===== config.mk =====
export PLATFORM = sky130hd
export DESIGN_NAME = cmro_core
export DESIGN_NICKNAME = d
export VERILOG_FILES = /design/src/cmro_pkg.sv /design/src/cmro_ptr_if.sv /design/src/cmro_ptr_unit.sv /design/src/cmro_core.sv
export VERILOG_INCLUDE_DIRS = /design/src
export SDC_FILE = /design/constraint.sdc
export NUM_CORES = 1
export LEC_CHECK = 0
export ABC_AREA = 1
export BUFFER_PORTS_ARGS = -buffer_cell sky130_fd_sc_hd__buf_2
export CORE_MARGIN = 3
export CORE_UTILIZATION = 54
export DETAILED_ROUTE_END_ITERATION = 8
export GPL_TIMING_DRIVEN = 0
export PLACE_DENSITY = 0.83
export SLEW_MARGIN = 20
export SYNTH_ARGS = -nofsm -noshare
export SYNTH_HDL_FRONTEND = slang
export SYNTH_SLANG_ARGS = --single-unit

===== constraint.sdc =====
create_clock -name clk_sys -period 3.15 [get_ports clk_sys]
set_clock_uncertainty 0.1 [all_clocks]
set_input_delay 0.315 -clock clk_sys [delete_from_list [all_inputs] [get_ports clk_sys]]
set_output_delay 0.315 -clock clk_sys [all_outputs]
set_load 0.02 [all_outputs]

===== src/cmro_consts.svh =====
// Constants of the move and return instruction unit: encodings, offsets, reset values
`ifndef CMRO_CONSTS_SVH
`define CMRO_CONSTS_SVH

// ==========================================================
// Instruction encodings (14-bit instruction word)
`define CMRO_OP_NOP 14'h0000
`define CMRO_OP_RESET 14'h0001
`define CMRO_OP_RETURN 14'h0008
`define CMRO_OP_RETFI 14'h0009
`define CMRO_OP_OPTION 14'h0062
`define CMRO_OP_DIRECT_HI 7'h01
`define CMRO_OP_IND_MODE_HI 11'h003
`define CMRO_OP_IND_REL_HI 7'h7F

// ==========================================================
// Instruction field positions
`define CMRO_F_DIRECT_ADDR_MSB 6
`define CMRO_F_IND_MODE_SEL 2
`define CMRO_F_IND_REL_SEL 6
`define CMRO_F_IND_REL_OFF_MSB 5

// ==========================================================
// Indirect window locations in the file register space
`define CMRO_WINDOW0 7'h00
`define CMRO_WINDOW1 7'h01

// ==========================================================
// Register port offsets
`define CMRO_REG_ACC 4'h0
`define CMRO_REG_OPTION 4'h1
`define CMRO_REG_PTR0_LO 4'h2
`define CMRO_REG_PTR0_HI 4'h3
`define CMRO_REG_PTR1_LO 4'h4
`define CMRO_REG_PTR1_HI 4'h5
`define CMRO_REG_INTCTL 4'h6
`define CMRO_REG_PWRCTL 4'h7
`define CMRO_REG_STATUS 4'h8
`define CMRO_REG_PC_LO 4'h9
`define CMRO_REG_PC_HI 4'hA

// ==========================================================
// Field positions and reset values
`define CMRO_GLB_INT_EN_BIT 7
`define CMRO_RI_FLAG_BIT 2
`define CMRO_RST_ACC 8'h00
`define CMRO_RST_OPTION 8'hFF
`define CMRO_RST_PTR 16'h0000
`define CMRO_RST_INTCTL 8'h00
`define CMRO_RST_PWRCTL 8'h04
`define CMRO_RST_STATUS 8'h00
`define CMRO_RST_PC 15'h0000

`endif


===== src/cmro_pkg.sv =====
// Types of the move and return instruction unit
`default_nettype none

package cmro_pkg;

  // ==========================================================
  // Execution phase
  typedef enum logic [0:0]
  {
    CMRO_PH_RUN,
    CMRO_PH_FLUSH
  } cmro_phase_t;

  // ==========================================================
  // Whole state of the core
  typedef struct packed
  {
    cmro_phase_t phase;
    logic [7:0] acc;
    logic [7:0] option;
    logic [1:0][15:0] ptr;
    logic [7:0] intctl;
    logic [7:0] pwrctl;
    logic [7:0] status;
    logic [14:0] pc;
    logic [7:0] rd_data;
    logic mem_wr;
    logic [15:0] mem_addr;
    logic [7:0] mem_data;
    logic stack_pop;
    logic soft_rst;
    logic unhandled;
  } cmro_state_t;

endpackage : cmro_pkg

`default_nettype wire


===== src/cmro_ptr_if.sv =====
// Carrier between the core and its pointer arithmetic unit
`default_nettype none

interface cmro_ptr_if;
  logic [15:0] ptr;
  logic [1:0] mode;
  logic rel;
  logic [5:0] offset;
  logic [15:0] eff_addr;
  logic [15:0] ptr_next;

  modport core
  (
    output ptr,
    output mode,
    output rel,
    output offset,
    input eff_addr,
    input ptr_next
  );

  modport unit
  (
    input ptr,
    input mode,
    input rel,
    input offset,
    output eff_addr,
    output ptr_next
  );
endinterface : cmro_ptr_if

`default_nettype wire


===== src/cmro_ptr_unit.sv =====
// Effective address and pointer update for the indirect store
`default_nettype none

module cmro_ptr_unit
(
  // Pointer request and result
  cmro_ptr_if.unit pif
);

  // ==========================================================
  // Address arithmetic
  logic [15:0] ptr_inc;
  logic [15:0] ptr_dec;
  logic [15:0] off_ext;

  // 16-bit adders drop the carry, so the pointer wraps at both ends
  assign ptr_inc = pif.ptr + 16'h0001; // see [RL6]
  assign ptr_dec = pif.ptr - 16'h0001; // see [RL6]
  assign off_ext = {{10{pif.offset[5]}}, pif.offset};

  // Mode bit 1 low means pre-update, bit 0 low means increment
  always_comb
  begin
    if (pif.rel)
    begin
      pif.eff_addr = pif.ptr + off_ext; // see [RL3]
      pif.ptr_next = pif.ptr; // see [RL4]
    end
    else
    begin
      pif.ptr_next = pif.mode[0] ? ptr_dec : ptr_inc; // see [RL4]
      pif.eff_addr = pif.mode[1] ? pif.ptr : pif.ptr_next; // see [RL2] see [RL3]
    end
  end

endmodule : cmro_ptr_unit

`default_nettype wire


===== src/cmro_core.sv =====
// Move, indirect store, option load, software reset and return instructions
//
// Overview of operation
// [RL1] Direct store copies accumulator, one cycle
// [RL2] Indirect store picks pointer, decodes mode field
// [RL3] Effective address: pointer, plus one, minus one, or plus offset
// [RL4] Pointer updated by one, or kept for offset
// [RL5] Window location redirects to pointer's address
// [RL6] Pointers are sixteen bits and wrap
// [RL7] Indirect store never touches status flags
// [RL8] Option load copies accumulator, flags untouched
// [RL9] Software reset resets device, clears reset flag
// [RL10] Interrupt return pops stack, sets global enable
// [RL11] Subroutine return pops stack, two cycles
// [RL12] No-operation only advances the program counter
`default_nettype none

`include "cmro_consts.svh"

module cmro_core
(
  // Clock and reset
  input wire logic clk_sys,
  input wire logic srst,

  // Instruction stream
  input wire logic instr_valid,
  input wire logic [13:0] instr_word,
  output logic instr_ready,
  output logic instr_unhandled,

  // Hardware stack
  input wire logic [14:0] stack_top,
  output logic stack_pop,

  // Data memory write port
  output logic mem_wr,
  output logic [15:0] mem_addr,
  output logic [7:0] mem_data,

  // Core state seen by the rest of the device
  output logic [14:0] pc,
  output logic [7:0] timer_option,
  output logic global_interrupt_enable,
  output logic soft_reset_pulse,

  // Register port
  input wire logic [3:0] reg_addr,
  input wire logic [7:0] reg_wdata,
  input wire logic reg_wr,
  input wire logic reg_rd,
  output logic [7:0] reg_rdata
);

  // ==========================================================
  // State
  cmro_pkg::cmro_state_t st_reg;
  cmro_pkg::cmro_state_t st_next;

  // The whole core lives in one packed image: one always_comb builds the
  // next image from the current one and one always_ff registers it. Pulses
  // (memory write, stack pop, software reset, unhandled) are cleared at the
  // top of the next-state process, so each stands for exactly one cycle.

  // Reset image, shared by the reset pin and the reset instruction
  function automatic cmro_pkg::cmro_state_t cmro_reset_state(input logic ri_flag);
    cmro_pkg::cmro_state_t s;
    s = '0;
    s.phase = cmro_pkg::CMRO_PH_RUN;
    s.acc = `CMRO_RST_ACC;
    s.option = `CMRO_RST_OPTION;
    s.ptr[0] = `CMRO_RST_PTR;
    s.ptr[1] = `CMRO_RST_PTR;
    s.intctl = `CMRO_RST_INTCTL;
    s.pwrctl = `CMRO_RST_PWRCTL;
    s.pwrctl[`CMRO_RI_FLAG_BIT] = ri_flag;
    s.status = `CMRO_RST_STATUS;
    s.pc = `CMRO_RST_PC;
    return s;
  endfunction : cmro_reset_state

  // Register read multiplexer; unmapped offsets read as zero
  // Reads see the image before any same-cycle write: a read and a write to
  // one offset in one cycle return the old value.
  function automatic logic [7:0] cmro_read_mux(input cmro_pkg::cmro_state_t s,
                                                input logic [3:0] a);
    logic [7:0] d;
    d = 8'h00;
    unique case (a)
      `CMRO_REG_ACC: d = s.acc;
      `CMRO_REG_OPTION: d = s.option;
      `CMRO_REG_PTR0_LO: d = s.ptr[0][7:0];
      `CMRO_REG_PTR0_HI: d = s.ptr[0][15:8];
      `CMRO_REG_PTR1_LO: d = s.ptr[1][7:0];
      `CMRO_REG_PTR1_HI: d = s.ptr[1][15:8];
      `CMRO_REG_INTCTL: d = s.intctl;
      `CMRO_REG_PWRCTL: d = s.pwrctl;
      `CMRO_REG_STATUS: d = s.status;
      `CMRO_REG_PC_LO: d = s.pc[7:0];
      `CMRO_REG_PC_HI: d = {1'b0, s.pc[14:8]};
      default: d = 8'h00;
    endcase
    return d;
  endfunction : cmro_read_mux

  // ==========================================================
  // Decode
  // Decode is flat: every form is matched on its fixed opcode bits alone, and
  // the first match in the execution chain below wins. The two window
  // addresses of the direct store are peeled off first, since a plain store
  // there would land on a location that has no storage behind it.
  // Words outside the subset raise the unhandled pulse and change nothing,
  // not even the program counter, so the rest of the core can execute them.
  logic take;
  logic is_nop;
  logic is_reset;
  logic is_return;
  logic is_retfi;
  logic is_option;
  logic is_direct;
  logic is_ind_mode;
  logic is_ind_rel;
  logic is_window;
  logic ptr_sel;
  logic [6:0] direct_addr;

  // A two-cycle return holds off the next instruction during its flush cycle
  assign instr_ready = (st_reg.phase == cmro_pkg::CMRO_PH_RUN); // see [RL10] see [RL11]
  assign take = instr_valid && instr_ready;

  assign direct_addr = instr_word[`CMRO_F_DIRECT_ADDR_MSB:0];
  assign is_nop = (instr_word == `CMRO_OP_NOP);
  assign is_reset = (instr_word == `CMRO_OP_RESET);
  assign is_return = (instr_word == `CMRO_OP_RETURN);
  assign is_retfi = (instr_word == `CMRO_OP_RETFI);
  assign is_option = (instr_word == `CMRO_OP_OPTION);
  assign is_direct = (instr_word[13:7] == `CMRO_OP_DIRECT_HI);
  assign is_ind_mode = (instr_word[13:3] == `CMRO_OP_IND_MODE_HI);
  assign is_ind_rel = (instr_word[13:7] == `CMRO_OP_IND_REL_HI);
  assign is_window = is_direct
                     && ((direct_addr == `CMRO_WINDOW0) || (direct_addr == `CMRO_WINDOW1));

  // Pointer choice: mode form, offset form, or the window that was named
  always_comb
  begin
    if (is_ind_mode)
      ptr_sel = instr_word[`CMRO_F_IND_MODE_SEL]; // see [RL2]
    else if (is_ind_rel)
      ptr_sel = instr_word[`CMRO_F_IND_REL_SEL]; // see [RL2]
    else
      ptr_sel = (direct_addr == `CMRO_WINDOW1); // see [RL5]
  end

  // ==========================================================
  // Pointer arithmetic
  // One shared pointer unit serves every pointer form. The mode form uses the
  // mode bits; the offset form and the window both take the offset path, the
  // window with a zero offset, so neither of them moves the pointer.
  cmro_ptr_if pif ();

  // A window access rides the offset form with a zero offset: address is the pointer itself
  assign pif.ptr = st_reg.ptr[ptr_sel];
  assign pif.mode = instr_word[1:0]; // see [RL2]
  assign pif.rel = !is_ind_mode; // see [RL5]
  assign pif.offset = is_ind_rel ? instr_word[`CMRO_F_IND_REL_OFF_MSB:0] : 6'h00; // see [RL3]

  // The unit is purely combinational; its results are used only in the
  // cycle in which an indirect or window store is taken, and are ignored
  // otherwise.
  cmro_ptr_unit u_ptr
  (
    .pif(pif)
  );

  // ==========================================================
  // Next state
  // Priority, lowest first: hold, software register write, instruction,
  // software reset. A later stage overwrites what an earlier one wrote, so
  // an instruction beats a same-cycle software write to the same register
  // and the reset instruction discards both. Status is kept as it is by
  // every instruction here; only a software write or a reset changes it.
  always_comb
  begin
    st_next = st_reg;
    st_next.mem_wr = 1'b0;
    st_next.stack_pop = 1'b0;
    st_next.soft_rst = 1'b0;
    st_next.unhandled = 1'b0;
    st_next.phase = cmro_pkg::CMRO_PH_RUN;

    // Read data stand for exactly one cycle after the strobe
    st_next.rd_data = reg_rd ? cmro_read_mux(st_reg, reg_addr) : 8'h00;

    // Software writes; an instruction in the same cycle overrides them below
    if (reg_wr)
    begin
      unique case (reg_addr)
        `CMRO_REG_ACC: st_next.acc = reg_wdata;
        `CMRO_REG_OPTION: st_next.option = reg_wdata;
        `CMRO_REG_PTR0_LO: st_next.ptr[0][7:0] = reg_wdata;
        `CMRO_REG_PTR0_HI: st_next.ptr[0][15:8] = reg_wdata;
        `CMRO_REG_PTR1_LO: st_next.ptr[1][7:0] = reg_wdata;
        `CMRO_REG_PTR1_HI: st_next.ptr[1][15:8] = reg_wdata;
        `CMRO_REG_INTCTL: st_next.intctl = reg_wdata;
        `CMRO_REG_PWRCTL: st_next.pwrctl = reg_wdata;
        `CMRO_REG_STATUS: st_next.status = reg_wdata;
        default:
        begin
        end
      endcase
    end

    // Instruction execution; none of them changes status, the indirect store writes back its old value
    if (take)
    begin
      if (is_nop)
      begin
        st_next.pc = st_reg.pc + 15'h0001; // see [RL12]
      end
      else if (is_direct && !is_window)
      begin
        st_next.mem_wr = 1'b1; // see [RL1]
        st_next.mem_addr = {9'h000, direct_addr}; // see [RL1]
        st_next.mem_data = st_reg.acc; // see [RL1]
        st_next.pc = st_reg.pc + 15'h0001; // see [RL1]
      end
      else if (is_window)
      begin
        // No storage behind the window: the write lands where the pointer points
        st_next.mem_wr = 1'b1; // see [RL5]
        st_next.mem_addr = pif.eff_addr; // see [RL5]
        st_next.mem_data = st_reg.acc; // see [RL5]
        st_next.pc = st_reg.pc + 15'h0001;
      end
      else if (is_ind_mode || is_ind_rel)
      begin
        st_next.mem_wr = 1'b1; // see [RL2]
        st_next.mem_addr = pif.eff_addr; // see [RL3]
        st_next.mem_data = st_reg.acc;
        st_next.ptr[ptr_sel] = pif.ptr_next; // see [RL4] see [RL6] see [RL7]
        st_next.status = st_reg.status; // see [RL7]
        st_next.pc = st_reg.pc + 15'h0001;
      end
      else if (is_option)
      begin
        st_next.option = st_reg.acc; // see [RL8]
        st_next.pc = st_reg.pc + 15'h0001; // see [RL8]
      end
      else if (is_return || is_retfi)
      begin
        // First cycle pops the stack, second cycle is the flush
        st_next.stack_pop = 1'b1; // see [RL10] see [RL11]
        st_next.pc = stack_top; // see [RL10] see [RL11]
        st_next.phase = cmro_pkg::CMRO_PH_FLUSH; // see [RL10] see [RL11]
        if (is_retfi)
          st_next.intctl[`CMRO_GLB_INT_EN_BIT] = 1'b1; // see [RL10]
      end
      else if (is_reset)
      begin
        st_next.pc = st_reg.pc;
      end
      else
      begin
        // Instructions outside this unit are left to the rest of the core
        st_next.unhandled = 1'b1;
      end
    end

    // Software reset: whole image back to reset, reset flag cleared to mark the cause
    if (take && is_reset)
    begin
      st_next = cmro_reset_state(1'b0); // see [RL9]
      st_next.soft_rst = 1'b1; // see [RL9]
    end
  end

  // ==========================================================
  // State register
  // Synchronous reset only: the reset image sets the reset-instruction flag,
  // so software reading the power control register can tell the two causes
  // apart after the fact.
  always_ff @(posedge clk_sys)
  begin
    if (srst)
      st_reg <= cmro_reset_state(1'b1);
    else
      st_reg <= st_next;
  end

  // ==========================================================
  // Outputs, all from the state register
  // Only instr_ready is combinational: it must drop in the very cycle after
  // a return is taken, to hold off the next instruction.
  assign instr_unhandled = st_reg.unhandled;
  assign stack_pop = st_reg.stack_pop;
  assign mem_wr = st_reg.mem_wr;
  assign mem_addr = st_reg.mem_addr;
  assign mem_data = st_reg.mem_data;
  assign pc = st_reg.pc;
  assign timer_option = st_reg.option;
  assign global_interrupt_enable = st_reg.intctl[`CMRO_GLB_INT_EN_BIT];
  assign soft_reset_pulse = st_reg.soft_rst;
  assign reg_rdata = st_reg.rd_data;

endmodule : cmro_core

`default_nettype wire


==> results of run 1 <==
-- final timing paths --
| path | start | endpoint | slack [ns] | cells after the start |
|---|---|---|---|---|
| max | instr_word[5] | mem_addr[14] | 0.06 | 23 |
| min | srst | soft_reset_pulse | 0.04 | 2 |
| max reg2reg | st_reg[75] | mem_addr[14] | 0.20 | 16 |
| min reg2reg | st_reg[119] | st_reg[119] | 0.36 | 2 |
-- Yosys cell counts, types with 2 or more instances --
| master | number | area, µm² |
|---|---|---|
| o221ai_1 | 5 | 43.8 |
| a31oi_1 | 4 | 25.0 |
| o31ai_1 | 4 | 30.0 |
| o21bai_1 | 6 | 45.0 |
| o2111ai_1 | 4 | 35.0 |
| nand2_1 | 282 | 1060 |
| nand2_2 | 17 | 106 |
| a21o_1 | 2 | 15.0 |
| ha_1 | 32 | 400 |
| fa_1 | 2 | 40.0 |
| a211oi_1 | 6 | 45.0 |
| buf_1 | 4 | 15.0 |
| o22ai_1 | 17 | 106 |
| a221oi_1 | 11 | 96.3 |
| xnor2_1 | 8 | 70.1 |
| nand4_1 | 9 | 56.3 |
| o21ai_2 | 9 | 78.8 |
| buf_2 | 11 | 55.1 |
| inv_1 | 175 | 657 |
| nor4_1 | 2 | 12.5 |
| nand3_2 | 2 | 20.0 |
| xor2_1 | 19 | 166 |
| nor3_1 | 13 | 65.1 |
| nand3_1 | 92 | 460 |
| a221o_1 | 3 | 30.0 |
| mux2i_1 | 5 | 50.1 |
| nor3_2 | 2 | 20.0 |
| buf_4 | 57 | 428 |
| nor2_1 | 65 | 244 |
| dfxtp_1 | 123 | 2460 |
| nor2_4 | 6 | 67.6 |
| buf_6 | 6 | 67.6 |
| a21oi_1 | 128 | 641 |
| nand2_4 | 2 | 22.5 |
| o21ai_0 | 75 | 375 |
| o211ai_1 | 41 | 308 |
| inv_2 | 9 | 33.8 |
| or2_2 | 3 | 18.8 |
| clkbuf_1 | 24 | 90.1 |
| o21ai_1 | 12 | 60.1 |
| nor2_2 | 5 | 31.3 |
| nor4_2 | 2 | 25.0 |
-- stage by stage --
step | power [mW] | instance area, µm² | setup WS (ns) | instances
after global placement | 2.00 | 9610 | -0.998 | 1639
after floorplan | 1.86 | 8810 | 0.0167 | 1318
after detailed placement | 2.00 | 9610 | -1.04 | 1639
after global routing | 4.02 | 10600 | -0.0833 | 1686
final | 3.92 | 10600 | 0.0585 | 1686
after CTS | 3.88 | 10300 | 0.0352 | 1676
-- worst max-delay path, stage by stage --
cell	delay [ns]
clkbuf_4	0.15
inv_1	0.09
nand2_1	0.08
nor2_2	0.13
nand2_1	0.07
nand2_1	0.07
nand2_2	0.08
nand2_4	0.11
buf_8	0.13
buf_12	0.14
nand2_1	0.09
o21ai_4	0.12
ha_4	0.26
a21oi_2	0.13
nand2_2	0.10
a21oi_4	0.19
buf_4	0.16
o21ai_0	0.12
or2_2	0.32
nand3_1	0.08
nand3_1	0.08
o211ai_1	0.15
a21oi_1	0.11
-- layer usage --
metal	vias to the layer above	part of all wire	track usage
li1	4638	-	-
met1	4474	0.40	0.429
met2	614	0.45	0.501
met3	106	0.12	0.0937
met4	0	0.036	0.113
met5	-	0	0
-- logic make-up (layout without fill, tap and decap cells) --
| family | Yosys count | count (layout) | share of synthesized area |
|---|---|---|---|
| mux | 5 | 5 | 0.00568 |
| flops | 123 | 123 | 0.280 |
| compound gates | 335 | 335 | 0.229 |
| fa+ha+maj | 34 | 34 | 0.0500 |
| xor+xnor | 27 | 27 | 0.0268 |
| buf+inv | 290 | 442 | 0.157 |
| simple gates | 504 | 504 | 0.252 |
-- power by group through the flow --
stage	combinational (mW)	clock, mW	sequential, mW
after floorplan	0.238	0	1.62
after global placement	0.374	0	1.62
after detailed placement	0.377	0	1.62
after CTS	0.389	1.90	1.59
after global routing	0.460	1.97	1.59
final	0.427	1.91	1.59
-- what timing repair did --
item,CTS,global route
setup buffers,5,10
gates resized for setup,16,41
endpoints found under the setup margin,20,22
pin swaps,4,7
cloned,0,1
-- final cells by class --
cell class	count	area, µm²
plain buffers	103	677
clock buffers	17	425
clock inverters	15	139
fillers	1416	5370
inverters	186	706
multi-input cells	905	5210
flip-flops and latches	123	2460
well taps	216	270
repair buffers	121	686
==> impl_metrics.py, run 1 <==
metrics = {
    "global_routing": {
        "grt_pass1_vias": 8692,
        "grt_max_degree": 23,
        "grt_pass1_wl_mm": 45.5,
        "grt_use_total": 0.322,
        "globalRouteOverflowTotal": 0,
        "antenna_found_initial": 0,
    },
    "status": {
        "status": "finished clean",
    },
    "clock_network": {
        "cts_buffers": 17,
        "cts_root_buf": "clkbuf_16",
        "cts_buffer_depth": 2,
        "clock_latency_ns": 0.43,
        "clk_pin_slew_ns": 0.06,
        "cts.sinks": 123,
        "cts_tree": "yes",
        "cts-htree-levels": 4,
        "hold_buffers": 0,
    },
    "finish": {
        "insertedDiodeCount": 0,
        "final_common_cell": "nand2_1",
        "drive_gt1_frac": 0.222,
        "largest_reg_flops": 55,
        "utilization": 0.663,
        "synthToLayoutAreaGrowth_pct": 20.0,
        "layout.nets": 1537,
        "layout_common_cells": "nand2_1 (280), inv_1 (174), dfxtp_1 (123), a21oi_1 (121), buf_2 (112)",
    },
    "drt": {
        "drc": 0,
        "wirelength_mm": 30.6,
        "antenna_left": 0,
        "post_drt_via_cell_ratio": 5.83,
        "wire_per_inst_um": 18.2,
        "dr.pass1.iters": 6,
        "drtIter0Drc": 1330,
        "vias": 9832,
    },
    "power": {
        "p_comb_frac": 0.109,
        "power.leakage_nw": 5.02,
        "netSwitchingFraction": 0.283,
        "p_clk_frac": 0.486,
        "p_int_mw": 2.81,
        "peakVddDrop_v": 0.000503,
        "p_per_area_mw_per_mm2": 371,
        "p_sw_mw": 1.11,
        "p_seq_frac": 0.405,
    },
    "sta": {
        "fin_setup_tns_ns": 0,
        "finalHoldViolations": 0,
        "relSlewSlack": 0.316,
        "final-setup-viol-count": 0,
        "fin_crit_sh": 0.981,
        "rsz0062_at_grt": "true",
        "layout_min_cycle_time_ns": 3.09,
        "worst_pin_slew_ns": 1.02,
        "drv_slew": 0,
        "fmax_ghz": 0.323,
        "hold_ws_ns": 0.0353,
    },
    "die": {
        "die_area_mm2": 0.0179,
        "start_util": 0.553,
        "core_mm2": 0.0159,
        "ios": 107,
        "row_count": 46,
        "die_y_um": 134,
        "fp.dieW_um": 134,
    },
    "worst_setup_path": {
        "cp_max_fo": 10,
        "cp.required_ns": 3.34,
        "arrival_ns": 3.28,
        "criticalPathCategory": "input pin to flip-flop",
        "end_kind": "flip-flop",
        "start_kind": "input pin",
    },
    "placement": {
        "globalplace.congestion": 0.981,
        "portBuffers": 105,
        "dp_hpwl_mm": 22.5,
    },
    "logic_synthesis": {
        "syn_nets": 1398,
        "synth_flop_cell": "dfxtp_1",
        "post_synth_instance_area_mm2": 0.00881,
        "synth-seq-cells": 123,
        "ys_warn_count": 0,
        "syn_area_per_cell_um2": 6.68,
        "synthArstFlopShare": 0,
        "synthCells": 1318,
        "yosysSeqAreaShare": 0.280,
        "synth_edf_count": 0,
        "ys_types": 56,
    },
    "job": {
        "cap_violations": 0,
    },
    "worst_hold_path": {
        "hold_path.class": "input pin to flip-flop",
    },
}
No activity file was read; power rests on OpenSTA's default activity.
==> run 2, diff against run 1 <==
CORE_MARGIN = not set   (was 3)
==> impl_metrics.py, run 2 (same netlist as run 1, synthesis figures left out) <==
metrics = {
    "status": {
        "status": "finished clean",
    },
    "drt": {
        "wl_met3_mm": 2.98,
        "dr.pass1.iters": 9,
        "antenna_left": 0,
        "drtIter0Drc": 1292,
        "wirelength_mm": 29.4,
        "drc": 0,
        "post_drt_via_cell_ratio": 5.82,
        "top_layer": "met4",
        "route.met2.wl_mm": 13.3,
        "wl_met1_mm": 12.0,
        "vias": 9797,
        "wire_per_inst_um": 17.5,
    },
    "worst_setup_path": {
        "worstReg2RegStart": "st_reg[75]",
        "cp_cell_sequence": "buf_2 -> nor2_2 -> nand2_2 -> nor2_4 -> nand3_2 -> nand2_4 -> buf_8 -> buf_12 -> nand2_1 -> o21ai_4 -> ha_4 -> a21oi_1 -> a21boi_2 -> nor2_1 -> a211oi_2 -> nand3_1 -> nand3_1 -> nand2_1 -> nand2_1 -> a21oi_1",
        "crit_family": "simple AND/OR/NAND/NOR gates",
        "end_kind": "flip-flop",
        "arrival_ns": 3.25,
        "slowest_delay_ns": 0.27,
        "cp.required_ns": 3.34,
        "path_buf_inv": 3,
        "cp_slowest_cell": "ha_4",
        "crit_start": "instr_word[5]",
        "crit_path_frequent_cell": "nand2_1",
        "cp_max_fo": 10,
        "criticalPathCategory": "input pin to flip-flop",
        "start_kind": "input pin",
    },
    "sta": {
        "hold_ws_ns": 0.00190,
        "fin_setup_tns_ns": 0,
        "fin_crit_sh": 0.971,
        "layout_min_cycle_time_ns": 3.06,
        "rsz0062_at_grt": "true",
        "fmax_ghz": 0.327,
        "final-setup-viol-count": 0,
        "relSlewSlack": 0.458,
        "finalHoldViolations": 0,
        "drv_slew": 0,
        "worst_pin_slew_ns": 0.813,
    },
    "clock_network": {
        "clk_pin_slew_ns": 0.06,
        "hold_buffers": 0,
        "cts_buffers": 17,
        "cts.sinks": 123,
        "cts_tree": "yes",
        "cts-htree-levels": 4,
        "cts_root_buf": "clkbuf_16",
        "clock_latency_ns": 0.44,
        "cts_buffer_depth": 2,
    },
    "die": {
        "die_area_mm2": 0.0168,
        "ios": 107,
        "fp.dieW_um": 130,
        "start_util": 0.555,
        "die_y_um": 130,
        "core_mm2": 0.0159,
        "row_count": 46,
    },
    "global_routing": {
        "grt_use_total": 0.347,
        "grt_pass1_vias": 8577,
        "antenna_found_initial": 0,
        "grt_max_degree": 23,
        "globalRouteOverflowTotal": 0,
        "grt_pass1_wl_mm": 44.5,
    },
    "placement": {
        "globalplace.congestion": 0.997,
        "portBuffers": 105,
        "dp_hpwl_mm": 22.3,
    },
    "power": {
        "p_per_area_mw_per_mm2": 374,
        "peakVddDrop_v": 0.000465,
        "power.leakage_nw": 5.01,
        "p_total_mw": 3.92,
    },
    "finish": {
        "fillerInstances": 1449,
        "final-seq-area_mm2": 0.00246,
        "multi_input_area_mm2": 0.00515,
        "layout_common_cells": "nand2_1 (279), inv_1 (174), dfxtp_1 (123), a21oi_1 (121), buf_2 (115)",
        "insertedDiodeCount": 0,
        "largest_reg_flops": 55,
        "synthToLayoutAreaGrowth_pct": 19.0,
        "layout.nets": 1533,
        "final_common_cell": "nand2_1",
        "drive_gt1_frac": 0.219,
    },
    "worst_hold_path": {
        "min-delay-start": "srst",
        "hold_path.class": "input pin to flip-flop",
    },
    "job": {
        "cap_violations": 0,
    },
}
==> run 2: changes by cell type in the layout (fill, tap and decap cells not counted), sizes merged <==
| cell | change |
|---|---|
| bufinv | -1 |
| clkbuf | -4 |
| clkinv | -1 |
| clkinvlp | -2 |
| inv | +4 |
==> run 2: where the power goes <==
group	leakage (nW)	switching, mW	internal, mW
Combinational	3.74	0.281	0.133
Sequential	0.993	0.0123	1.58
Clock	0.276	0.872	1.05
==> run 2: area by class of cell <==
type / count / share of cell area
Buffer: 104 / 0.0653
Multi-Input combinational cell: 905 / 0.492
Clock inverter: 15 / 0.0142
Clock buffer: 17 / 0.0406
Timing Repair Buffer: 116 / 0.0602
Tap cell: 216 / 0.0258
Inverter: 186 / 0.0673
Sequential cell: 123 / 0.235
==> run 2: worst paths after layout <==
check	to	slack, ns	cells past startpoint
max	mem_addr[15]	0.09	20
min	soft_reset_pulse	0.002	2
max reg2reg	mem_addr[14]	0.31	16
min reg2reg	mem_addr[14]	0.36	2
==> run 2: worst reg2reg max path, cell delays in order (launching register included) <==
cell      delay, ns
dfxtp_1        0.32
inv_1          0.12
nand3_1        0.15
nand2_2        0.13
inv_1          0.08
ha_1           0.23
fa_1           0.47
nand3_1        0.10
nand2_2        0.09
nand3_1        0.09
nand3_1        0.13
nand2_1        0.09
nand2_1        0.06
a21oi_2        0.13
xnor2_1        0.08
o211ai_1       0.23
a21oi_1        0.09
==> run 2: routing by layer <==
layer / GRT usage / up-vias
li1: - / 4625
met1: 0.463 / 4493
met3: 0.0750 / 104
met5: 0 / -
met2: 0.541 / 575
met4: 0.150 / 0
==> run 2: timing repair <==
item,in CTS,in global routing
pin swaps,3,7
buffers inserted,3,8
setup endpoints to repair,18,22
cloned,0,0
gates resized for setup,14,34
==> run 2: metrics by stage <==
step	util	setup slack, ns	std cells	area [µm²]
detailed placement	0.605	-1.03	1639	9610
floorplan	-	0.0167	1318	8810
global placement	0.605	-0.939	1639	9610
CTS	0.646	0.0160	1674	10300
finish	0.660	0.0926	1682	10500
global route	0.660	-0.0733	1682	10500
